File: config.mk
export PLATFORM = sky130hd
export DESIGN_NAME = apdu_decoder
export DESIGN_NICKNAME = d
export VERILOG_FILES = /design/src/apdu_decoder.v
export VERILOG_INCLUDE_DIRS = /design/src
export SDC_FILE = /design/constraint.sdc
export NUM_CORES = 1
export LEC_CHECK = 0
export BUFFER_PORTS_ARGS = -buffer_cell sky130_fd_sc_hd__buf_2
export CAP_MARGIN = 20
export CORE_MARGIN = 2
export CORE_UTILIZATION = 59
export CTS_BUF_LIST = sky130_fd_sc_hd__clkbuf_2
export DETAILED_ROUTE_END_ITERATION = 12
export GPL_TIMING_DRIVEN = 1
export PLACE_DENSITY = 0.77
export SKIP_LAST_GASP = 1
export SYNTH_ARGS = -nofsm -noshare
export SYNTH_HDL_FRONTEND = slang
export SYNTH_SLANG_ARGS = --single-unit
File: constraint.sdc
create_clock -name core_clk_in -period 2.93 [get_ports core_clk_in]
set_input_delay 0.1465 -clock core_clk_in [delete_from_list [all_inputs] [get_ports core_clk_in]]
set_output_delay 0.1465 -clock core_clk_in [all_outputs]
set_load 0.02 [all_outputs]
File: src/apdu_decoder_map.vh
// constants for the card command decoder
`ifndef APDU_DECODER_MAP_VH
`define APDU_DECODER_MAP_VH
// register byte offsets
`define OFS_HDR  5'h00
`define OFS_STAT 5'h04
`define OFS_RXD  5'h08
`define OFS_TXD  5'h0c
`define OFS_SW   5'h10
`define OFS_PEND 5'h14
`define OFS_OFFS 5'h18
// status register fields
`define STAT_CMD_BIT 10
`define STAT_RX_BIT  11
// pending register fields
`define PEND_KIND_BIT  8
`define PEND_VALID_BIT 9
// class and status bytes
`define CLA_APP      8'ha0
`define SW1_PEND     8'h9f
`define SW1_PEND_DL  8'h9e
`define ERR_CLA      16'h6e00
`define ERR_INS      16'h6d00
`define ERR_LEN      16'h6700
`define ERR_P12      16'h6b00
// instruction codes
`define INS_SELECT   8'ha4
`define INS_STATUS   8'hf2
`define INS_RD_BIN   8'hb0
`define INS_UPD_BIN  8'hd6
`define INS_RD_REC   8'hb2
`define INS_UPD_REC  8'hdc
`define INS_SEEK     8'ha2
`define INS_INCREASE 8'h32
`define INS_VERIFY   8'h20
`define INS_CHANGE   8'h24
`define INS_DISABLE  8'h26
`define INS_ENABLE   8'h28
`define INS_UNLOCK   8'h2c
`define INS_INVAL    8'h04
`define INS_REHAB    8'h44
`define INS_AUTH     8'h88
`define INS_SLEEP    8'hfa
`define INS_GET_RSP  8'hc0
`define INS_PROFILE  8'h10
`define INS_ENVELOPE 8'hc2
`define INS_FETCH    8'h12
`define INS_TERM_RSP 8'h14
// data directions
`define DIR_NONE 2'h0
`define DIR_IN   2'h1
`define DIR_OUT  2'h2
`define DIR_BOTH 2'h3
`endif

File: src/apdu_decoder.v
// card command header decoder with wishbone register access
`timescale 1ns/1ps
`default_nettype none
`include "apdu_decoder_map.vh"

module apdu_decoder (
  input  wire        core_clk_in,
  input  wire        resetn_in,
  input  wire        wb_cyc_in,
  input  wire        wb_stb_in,
  input  wire        wb_we_in,
  input  wire [4:0]  wb_adr_in,
  input  wire [3:0]  wb_sel_in,
  input  wire [31:0] wb_dat_in,
  output reg  [31:0] wb_dat_out,
  output reg         wb_ack_out,
  input  wire        rx_valid_in,
  input  wire [7:0]  rx_byte_in,
  output reg         tx_valid_out,
  output reg  [7:0]  tx_byte_out
);

  localparam [3:0] ST_HDR  = 4'b0001;
  localparam [3:0] ST_DIN  = 4'b0010;
  localparam [3:0] ST_EXEC = 4'b0100;
  localparam [3:0] ST_SW   = 4'b1000;

  // data direction of each instruction
  function [1:0] dir_of;
    input [7:0] ins;
    begin
      case (ins)
        `INS_SELECT, `INS_SEEK, `INS_INCREASE,
        `INS_AUTH, `INS_ENVELOPE: dir_of = `DIR_BOTH;
        `INS_STATUS, `INS_RD_BIN, `INS_RD_REC,
        `INS_GET_RSP, `INS_FETCH: dir_of = `DIR_OUT;
        `INS_UPD_BIN, `INS_UPD_REC, `INS_VERIFY,
        `INS_CHANGE, `INS_DISABLE, `INS_ENABLE,
        `INS_UNLOCK, `INS_PROFILE,
        `INS_TERM_RSP: dir_of = `DIR_IN;
        default: dir_of = `DIR_NONE;
      endcase
    end
  endfunction

  function known;
    input [7:0] ins;
    begin
      case (ins)
        `INS_SELECT, `INS_STATUS, `INS_RD_BIN,
        `INS_UPD_BIN, `INS_RD_REC, `INS_UPD_REC,
        `INS_SEEK, `INS_INCREASE, `INS_VERIFY,
        `INS_CHANGE, `INS_DISABLE, `INS_ENABLE,
        `INS_UNLOCK, `INS_INVAL, `INS_REHAB,
        `INS_AUTH, `INS_SLEEP, `INS_GET_RSP,
        `INS_PROFILE, `INS_ENVELOPE, `INS_FETCH,
        `INS_TERM_RSP: known = 1'b1;
        default: known = 1'b0;
      endcase
    end
  endfunction

  function reserved;
    input [7:0] ins;
    begin
      case (ins)
        8'h16, 8'h18, 8'h1a, 8'h1c, 8'h1e: reserved = 1'b1;
        8'h2a, 8'hd0, 8'hd2, 8'hde, 8'hc4, 8'hc6, 8'hc8,
        8'hca, 8'hcc, 8'hb4, 8'hb6, 8'hb8, 8'hba,
        8'hbb, 8'hbc: reserved = 1'b1;
        default: reserved = 1'b0;
      endcase
    end
  endfunction

  // required P3 for fixed-length commands, zero when free
  function [7:0] fixed_len;
    input [7:0] ins;
    begin
      case (ins)
        `INS_SELECT: fixed_len = 8'h02;
        `INS_INCREASE: fixed_len = 8'h03;
        `INS_VERIFY, `INS_DISABLE,
        `INS_ENABLE: fixed_len = 8'h08;
        `INS_CHANGE, `INS_UNLOCK,
        `INS_AUTH: fixed_len = 8'h10;
        default: fixed_len = 8'h00;
      endcase
    end
  endfunction

  // P2 check for codes that pin it; other P1/P2 values, FF included, pass
  function p2_bad;
    input [7:0] ins;
    input [7:0] p2;
    begin
      case (ins)
        `INS_DISABLE, `INS_ENABLE: p2_bad = (p2 != 8'h01);
        `INS_UNLOCK: p2_bad = (p2 != 8'h00) && (p2 != 8'h02);
        default: p2_bad = 1'b0;
      endcase
    end
  endfunction

  reg [3:0]  state_reg;
  reg [2:0]  hdr_cnt_reg;
  reg [7:0]  cla_t_reg;
  reg [7:0]  ins_t_reg;
  reg [7:0]  p1_t_reg;
  reg [7:0]  p2_t_reg;
  reg [7:0]  ins_reg;
  reg [7:0]  p1_reg;
  reg [7:0]  p2_reg;
  reg [7:0]  p3_reg;
  reg [1:0]  dir_reg;
  reg        cmd_flag_reg;
  reg        rx_flag_reg;
  reg [7:0]  rx_data_reg;
  reg [7:0]  rx_left_reg;
  reg [8:0]  tx_left_reg;
  reg [15:0] sw_reg;
  reg        snd_cnt_reg;
  reg [7:0]  pend_len_reg;
  reg        pend_kind_reg;
  reg        pend_valid_reg;

  wire acc = wb_cyc_in & wb_stb_in & ~wb_ack_out;
  wire wr  = acc & wb_we_in & wb_sel_in[0];
  wire rd  = acc & ~wb_we_in;

  wire wr_stat = wr && (wb_adr_in == `OFS_STAT);
  wire wr_txd  = wr && (wb_adr_in == `OFS_TXD);
  wire wr_sw   = wr && (wb_adr_in == `OFS_SW);
  wire wr_pend = wr && (wb_adr_in == `OFS_PEND);
  wire rd_rxd  = rd && (wb_adr_in == `OFS_RXD);

  // header decode on the fifth byte, P3 taken straight from the link
  wire       hdr_last = (state_reg == ST_HDR) && rx_valid_in &&
                        (hdr_cnt_reg == 3'd4);
  wire [1:0] dec_dir  = dir_of(ins_t_reg);
  wire [7:0] need_len = fixed_len(ins_t_reg);
  reg [15:0] err_w;

  always @* begin
    err_w = 16'h0000;
    if (cla_t_reg != `CLA_APP)
      err_w = `ERR_CLA;
    else if (reserved(ins_t_reg) || !known(ins_t_reg))
      err_w = `ERR_INS;
    else if ((need_len != 8'h00) && (rx_byte_in != need_len))
      err_w = `ERR_LEN;
    else if (p2_bad(ins_t_reg, p2_t_reg))
      err_w = `ERR_P12;
  end

  wire dec_in  = dec_dir[0];
  wire dec_out = (dec_dir == `DIR_OUT);

  // flags: a hardware set in the same cycle as a clear wins
  wire cmd_set = hdr_last && (err_w == 16'h0000);
  wire cmd_clr = wr_stat && wb_dat_in[`STAT_CMD_BIT];
  wire rx_set  = (state_reg == ST_DIN) && rx_valid_in;

  reg [31:0] rd_w;
  always @* begin
    case (wb_adr_in)
      `OFS_HDR:  rd_w = {`CLA_APP, ins_reg, p1_reg, p2_reg};
      `OFS_STAT: rd_w = {7'h00, tx_left_reg, state_reg, rx_flag_reg,
                         cmd_flag_reg, dir_reg, p3_reg};
      `OFS_RXD:  rd_w = {24'h000000, rx_data_reg};
      `OFS_SW:   rd_w = {16'h0000, sw_reg};
      `OFS_PEND: rd_w = {22'h0, pend_valid_reg, pend_kind_reg,
                         pend_len_reg};
      `OFS_OFFS: rd_w = {16'h0000, p1_reg, p2_reg};
      default:   rd_w = 32'h00000000;
    endcase
  end

  always @(posedge core_clk_in or negedge resetn_in) begin
    if (!resetn_in) begin
      wb_ack_out     <= 1'b0;
      wb_dat_out     <= 32'h00000000;
      tx_valid_out   <= 1'b0;
      tx_byte_out    <= 8'h00;
      state_reg      <= ST_HDR;
      hdr_cnt_reg    <= 3'd0;
      cla_t_reg      <= 8'h00;
      ins_t_reg      <= 8'h00;
      p1_t_reg       <= 8'h00;
      p2_t_reg       <= 8'h00;
      ins_reg        <= 8'h00;
      p1_reg         <= 8'h00;
      p2_reg         <= 8'h00;
      p3_reg         <= 8'h00;
      dir_reg        <= `DIR_NONE;
      cmd_flag_reg   <= 1'b0;
      rx_flag_reg    <= 1'b0;
      rx_data_reg    <= 8'h00;
      rx_left_reg    <= 8'h00;
      tx_left_reg    <= 9'h000;
      sw_reg         <= 16'h0000;
      snd_cnt_reg    <= 1'b0;
      pend_len_reg   <= 8'h00;
      pend_kind_reg  <= 1'b0;
      pend_valid_reg <= 1'b0;
    end else begin
      wb_ack_out   <= acc;
      wb_dat_out   <= rd ? rd_w : 32'h00000000;
      tx_valid_out <= 1'b0;

      if (cmd_set)
        cmd_flag_reg <= 1'b1;
      else if (cmd_clr)
        cmd_flag_reg <= 1'b0;
      if (rx_set)
        rx_flag_reg <= 1'b1;
      else if (rd_rxd)
        rx_flag_reg <= 1'b0;

      case (state_reg)
        ST_HDR: begin
          if (rx_valid_in) begin
            // bytes held in shadow until the command is accepted
            case (hdr_cnt_reg)
              3'd0: cla_t_reg <= rx_byte_in;
              3'd1: ins_t_reg <= rx_byte_in;
              3'd2: p1_t_reg  <= rx_byte_in;
              3'd3: p2_t_reg  <= rx_byte_in;
              default: ;
            endcase
            hdr_cnt_reg <= hdr_last ? 3'd0 : hdr_cnt_reg + 3'd1;
          end
          if (hdr_last) begin
            if (err_w != 16'h0000) begin
              // rejected: accepted header, lengths and flags stay; only sw_reg, snd_cnt_reg, hdr_cnt_reg and the state field move
              sw_reg      <= err_w;
              snd_cnt_reg <= 1'b0;
              state_reg   <= ST_SW;
            end else begin
              ins_reg <= ins_t_reg;
              p1_reg  <= p1_t_reg;
              p2_reg  <= p2_t_reg;
              p3_reg  <= rx_byte_in;
              dir_reg <= dec_dir;
              if (ins_t_reg == `INS_GET_RSP)
                pend_valid_reg <= 1'b0;
              if (dec_out)
                tx_left_reg <= (rx_byte_in == 8'h00) ? 9'h100 :
                               {1'b0, rx_byte_in};
              else
                tx_left_reg <= 9'h000;
              rx_left_reg <= dec_in ? rx_byte_in : 8'h00;
              if (dec_in && (rx_byte_in != 8'h00))
                state_reg <= ST_DIN;
              else
                state_reg <= ST_EXEC;
            end
          end
        end
        ST_DIN: begin
          if (rx_valid_in) begin
            rx_data_reg <= rx_byte_in;
            rx_left_reg <= rx_left_reg - 8'd1;
            if (rx_left_reg == 8'd1)
              state_reg <= ST_EXEC;
          end
        end
        ST_EXEC: begin
          // no buffer: software paces outgoing bytes one write at a time
          if (wr_txd && (tx_left_reg != 9'h000)) begin
            tx_valid_out <= 1'b1;
            tx_byte_out  <= wb_dat_in[7:0];
            tx_left_reg  <= tx_left_reg - 9'd1;
          end else if (wr_pend) begin
            pend_len_reg   <= wb_dat_in[7:0];
            pend_kind_reg  <= wb_dat_in[`PEND_KIND_BIT];
            pend_valid_reg <= 1'b1;
            sw_reg <= {wb_dat_in[`PEND_KIND_BIT] ? `SW1_PEND_DL : `SW1_PEND,
                       wb_dat_in[7:0]};
            snd_cnt_reg <= 1'b0;
            state_reg   <= ST_SW;
          end else if (wr_sw) begin
            sw_reg      <= wb_dat_in[15:0];
            snd_cnt_reg <= 1'b0;
            state_reg   <= ST_SW;
          end
        end
        ST_SW: begin
          tx_valid_out <= 1'b1;
          tx_byte_out  <= snd_cnt_reg ? sw_reg[7:0] : sw_reg[15:8];
          snd_cnt_reg  <= ~snd_cnt_reg;
          if (snd_cnt_reg) begin
            state_reg   <= ST_HDR;
            hdr_cnt_reg <= 3'd0;
          end
        end
        default: state_reg <= ST_HDR;
      endcase
    end
  end

endmodule // apdu_decoder

`default_nettype wire

[Word-level counts from Yosys, hierarchy flattened]
Cells that the tools add are included.
Cells by class
  reduce and logical (&&, ||, !) cells: 55
  muxes and demuxes: 69
  bitwise operators: 10
  equality and inequality tests: 74
  $add $sub $neg: 3
Operator list (number)
  $eq A8 B8 Y1 const B: 25
  $pmux W32 S6: 1
  $mux W16: 7
  $eq A8 B5 Y1 const B: 8
  $eq A8 B6 Y1 const B: 7
  $mux W8: 6
  $mux W9: 5
  $mux W32: 1
  $mux W4: 8
  $pmux W16 S2: 1
  $pmux W8 S2: 2
  $mux W15: 2
  $reduce_bool A8 Y1: 3
  $mux W1: 23
  $reduce_or A22 Y1: 1
  $reduce_and A3 Y1: 7
  $pmux W5 S4: 1
  $reduce_or A20 Y1: 1
  $pmux W9 S2: 1
  $logic_not A16 Y1: 1
  $ne A2 B2 Y1 const B: 8
  $pmux W4 S4: 1
  $reduce_bool A16 Y1: 1
  $eq A5 B5 Y1 const B: 3
  other kinds (46): 87
Word-level totals
  output and inout bits: 42
  logic and storage cells: 236
  bits in registers: 169
  input bits: 55

[Logic depth before layout (Yosys ltp)]
  depth in word-level cells: 16
  depth in mapped cells: 11
  gate-level depth less buffers: 9

[Worst setup path before layout]
OpenSTA, ideal clock, no wires.
  kind: reg2reg
  from: register ins_t_reg[1]
  to: register dir_reg[0]
  library setup time: 125 ps
  path buffers: 3
  stages on the path, launching flop included: 9
  required time: 2805 ps
  arrival time: 2522 ps
  slack: 284 ps
  period minus slack after synthesis: 2646 ps
  cell sequence: dfrtp_1 > buf_2 > o41a_1 > a2111oi_4 > o41ai_2 > a2111oi_4 > buf_6 > buf_6 > mux2_2
Between the ends
  longest elaborated chain between the ends: 13
  elaborated cells between the ends (all ways): 72
  classes of those cells: eq/ne: 43; mux: 14; bitwise: 1; reduce/logical: 14
RTL lines
  start: declaration: RTL line apdu_decoder.v:108  | reg [7:0] ins_t_reg;
  start signal: assignment: RTL line apdu_decoder.v:226  | 3'd1: ins_t_reg <= rx_byte_in;
  $eq A8 B6 Y1
  $reduce_or A2 Y1: RTL line apdu_decoder.v:97  | case (ins)
  $pmux W1 S2: RTL line apdu_decoder.v:97
  $mux W1: RTL line apdu_decoder.v:150  | else if ((need_len != 8'h00) && (rx_byte_in != need_len))
  $mux W1: RTL line apdu_decoder.v:148  | else if (reserved(ins_t_reg) || !known(ins_t_reg))
  $mux W1: RTL line apdu_decoder.v:146  | if (cla_t_reg != `CLA_APP)
  $mux W15: RTL line apdu_decoder.v:152  | else if (p2_bad(ins_t_reg, p2_t_reg))
  $mux W15: RTL line apdu_decoder.v:150
  $mux W16: RTL line apdu_decoder.v:148
  $mux W16: RTL line apdu_decoder.v:146
  $reduce_bool A16 Y1: RTL line apdu_decoder.v:234  | if (err_w != 16'h0000) begin
  $not A1 Y1 (no source line)
  $reduce_and A3 Y1 (no source line)
  end signal: assignment: RTL line apdu_decoder.v:195  | dir_reg <= `DIR_NONE;
  end signal: assignment: RTL line apdu_decoder.v:244  | dir_reg <= dec_dir;
  end: declaration: RTL line apdu_decoder.v:115  | reg [1:0] dir_reg;
Parallel ways exist; a longest one is shown, timed or not. The select of a mux whose other input is x is not followed.
A chain may end at the register's enable or synchronous reset.

[Worst setup path in the final report]
  from: register ins_t_reg[3]
  to: register ins_reg[1]
Between the ends
  longest elaborated chain between the ends: 13
  elaborated cells between the ends (all ways): 68
  classes of those cells: eq/ne: 43; mux: 13; bitwise: 1; reduce/logical: 11
RTL lines
  $eq A8 B6 Y1: RTL line apdu_decoder.v:49, apdu_decoder.v:80, apdu_decoder.v:97
  $reduce_or A2 Y1: RTL line apdu_decoder.v:97
  $pmux W1 S2: RTL line apdu_decoder.v:97
  $mux W1: RTL line apdu_decoder.v:150
  $mux W1: RTL line apdu_decoder.v:148
  $mux W1: RTL line apdu_decoder.v:146
  $mux W15: RTL line apdu_decoder.v:152
  $mux W15: RTL line apdu_decoder.v:150
  $mux W16 (*): RTL line apdu_decoder.v:148
  $mux W16 (*): RTL line apdu_decoder.v:146
  $reduce_bool A16 Y1 (*): RTL line apdu_decoder.v:234
  $not A1 Y1 (no source line) (*)
  $reduce_and A3 Y1 (no source line) (*)
  end signal: assignment: RTL line apdu_decoder.v:240  | ins_reg <= ins_t_reg;
  end: declaration: RTL line apdu_decoder.v:111  | reg [7:0] ins_reg;
Every way passes the cells marked *; elsewhere a longest branch is shown, timed or not. The select of a mux whose other input is x is not followed.

==> flow_summary_export.csv <==
group,metric,value,unit
timing,setup_viol,0,
detailed_routing,drc_errors,0,
setup_path,crit_required,3.57,ns
min_path,holdCritPathClass,"primary input to register",
yosys,async_reset_ff_share,100,%
final_layout,fillerInstances,955,
final_layout,fin_nets,935,
min_path,hp-start,"wb_sel_in[0]",
final_layout,final_cells,1062,
global_routing,grt_overflow,0,
final_layout,final_area,9560,µm²
setup_path,r2r-end,"ins_reg[1]",
global_routing,antenna_found_initial,1,
yosys,ys_types,72,
yosys,ys_warn_count,0,
setup_path,critPathSlowestCell,"dfrtp_1",
place,hpwl,14700,µm
final_layout,largest_register_ff_count,26,
setup_path,worst_path_most_repeated_cell,"buf_4",
status,status,"completed",
yosys,seq_area_frac_synth,50.7,%
clock_network,htree_levels,4,
global_routing,grt_first_pass_wirelength,34700,µm
yosys,avgSynthCellArea,10.9,µm²
timing,post-route-min-period,2.91,ns
setup_path,startpoint_type,"register",
setup_path,timing.rr.start,"ins_t_reg[3]",
die,die_h,121,µm
job,drv_cap,0,
global_routing,grt_pass1_vias,6572,
clock_network,cts_root_buf,"clkbuf_2",
clock_network,clock-sinks,163,
clock_network,cts_buffers,17,
timing,fmax,0.344,GHz
detailed_routing,dr_total_vias,6819,
detailed_routing,dr.pass1.iters,6,
timing,max_slew_margin,52.9,%
clock_network,cts_tree,"yes",
global_routing,grt_max_degree,78,
setup_path,max_stage_delay,0.49,ns
timing,post-route-period-util,99.3,%
timing,rsz0062_at_grt,"yes",
final_layout,drive_gt1_share,29.8,%
power,p_per_area,681,nW/µm²
detailed_routing,viasPerCell,6.42,
timing,drv_slew,0,
setup_path,crit_path_end_kind,"register",
detailed_routing,drtIter0Drc,831,
yosys,synth_top_area_share,50.4,%
detailed_routing,ant_nets,0,
power,leakagePower,4.43,nW
final_layout,area_growth,18.9,%
setup_path,worstPathArrival,3.55,ns
clock_network,insertion_delay,0.77,ns
setup_path,r2r_cells,9,
yosys,synth_area,8040,µm²
global_routing,grt_usage,31.3,%
yosys,yosysTopAreaCell,"dfrtp_1",
clock_network,clk_pin_slew_worst_paths,0.24,ns
yosys,synthesis.instances,736,
place,port_buffers,72,
clock_network,clockBufferDepth,2,
timing,worst_slew_pin_slew,0.704,ns
die,core,13300,µm²
yosys,synth_edf_count,0,
die,io_pins,97,
place,gp_congestion,0.941,
yosys,synth-seq-cells,163,
setup_path,crit_chain,"buf_4, nor4b_1, a2bb2oi_1, o221ai_1, o41ai_4, a2111oi_4, buf_4, buf_6, mux2_2",
setup_path,worst-path-max-fanout,11,
setup_path,criticalPathCategory,"register to register",
die,dieArea,14600,µm²
detailed_routing,wl,22300,µm
place,place_inst,981,
setup_path,rrSetupSlack,0.02,ns
yosys,synth_flop_cell,"dfrtp_1",
place,place_area,8760,µm²
min_path,hold_depth,6,
detailed_routing,routedWlPerCell,21.0,µm
final_layout,final_cell_mix,"155 x dfrtp_1, 72 x nand2_1, 72 x mux2_2",
power,irDropWorstVdd,591,µV
die,die_w,121,µm
min_path,hold_path_end,"sw_reg[12]",
timing,report.final.hold_viol_count,0,
yosys,yosys-top-cells-area,"dfrtp_1 50%, mux2_2 10%, nand2_1 3.4%",
timing,fin_worst_skew,0.0532,ns
final_layout,final_common_cell,"dfrtp_1",
die,rows,42,
die,start_util,60.5,%
-- Yosys cell counts, drive strengths merged, types with 3 or more instances --
library cell,number
a22o,8
nor2,47
nand3,9
o41ai,3
a2bb2oi,4
a21oi,34
a21o,6
o31ai,4
a22oi,21
nand4,3
nor3,14
ha,8
a32o,3
and2,7
nand2,72
o2bb2ai,3
xnor2,3
o211ai,4
nand3b,10
or3b,3
mux2,75
clkbuf,29
dfrtp,162
o22ai,9
xor2,3
nor2b,9
a31oi,10
a211oi,10
o21ai,23
nor4,11
and3,3
a222oi,16
inv,20
nor4b,11
buf,26
a2111oi,4
nand2b,6
mux2i,10
-- worst max-delay path, delay by kind of cell, from the launching register on --
kind / cells / cell delay (ns)
buffers and inverters: 3 / 0.57
AO/OA/AOI/OAI: 4 / 1.05
AND/OR/NAND/NOR: 1 / 0.35
multiplexers: 1 / 0.34
flip-flops: 1 / 0.49
-- worst max path at each step --
stage	cells past startpoint	endpoint	slack [ns]	start
after floorplan	8	dir_reg[0]	0.28	ins_t_reg[1]
after global placement	10	tx_left_reg[0]	0.12	ins_t_reg[4]
after detailed placement	7	p1_reg[6]	0.09	ins_t_reg[1]
after CTS	7	p1_reg[4]	0.007	ins_t_reg[1]
after global routing	9	p2_reg[5]	-0.11	ins_t_reg[3]
final	9	ins_reg[1]	0.02	ins_t_reg[3]
-- where the power goes --
part / leakage [nW] / total, W / switching [W] / internal, W
Clock: 0.147 / 0.00130 / 0.000815 / 0.000488
Combinational: 2.17 / 0.00217 / 0.00116 / 0.00101
Sequential: 2.11 / 0.00304 / 0.000431 / 0.00261
-- layout make-up --
class | instances | area, µm² | area share, %
Antenna cell | 1 | 2.50 | 0.0262
Clock buffer | 20 | 100 | 1.05
Clock inverter | 12 | 156 | 1.64
Inverter | 20 | 75.1 | 0.786
Multi-Input combinational cell | 502 | 3670 | 38.4
Sequential cell | 163 | 4090 | 42.8
Tap cell | 176 | 220 | 2.30
Timing Repair Buffer | 168 | 1240 | 13.0
-- metal layers --
metal  global-route usage [%]  wire [µm]  vias to the layer above
met3                     5.99       1600                       45
met4                     11.3        543                        0
met5                        0          0                        -
met2                     50.1      10800                      339
met1                     42.9       9430                     3439
li1                         -          -                     2996
-- through the flow --
step | utilization (%) | total power (W) | setup TNS (ns) | hold WS, ns | worst slack [ns]
2_1_floorplan | - | 0.00427 | 0 | -0.149 | 0.284
3_3_place_gp | 65.9 | 0.00493 | 0 | 0.222 | 0.117
3_5_place_dp | 65.9 | 0.00504 | 0 | 0.234 | 0.0945
4_1_cts | 71.0 | 0.00636 | 0 | 0.0225 | 0.00672
5_1_grt | 71.9 | 0.00684 | -2.06 | 0.0464 | -0.107
6_report | 71.9 | 0.00651 | 0 | 0.102 | 0.0220
-- timing repair --
item / CTS / global route
endpoints found under the setup margin: 0 / 65
resized for setup: 0 / 19
setup buffers: 0 / 6
hold endpoints to repair: 268 / 0
hold buffers: 41 / 0
-- logic make-up after synthesis --
group / Yosys count / synth area share [%]
simple gates: 215 / 14.0
compound gates: 183 / 17.2
flops: 163 / 50.7
mux: 85 / 11.7
buf+inv: 75 / 4.36
fa+ha+maj: 8 / 1.24
xor+xnor: 6 / 0.654
other cells: 1 / 0.0466
No activity file was read; power rests on OpenSTA's default activity.
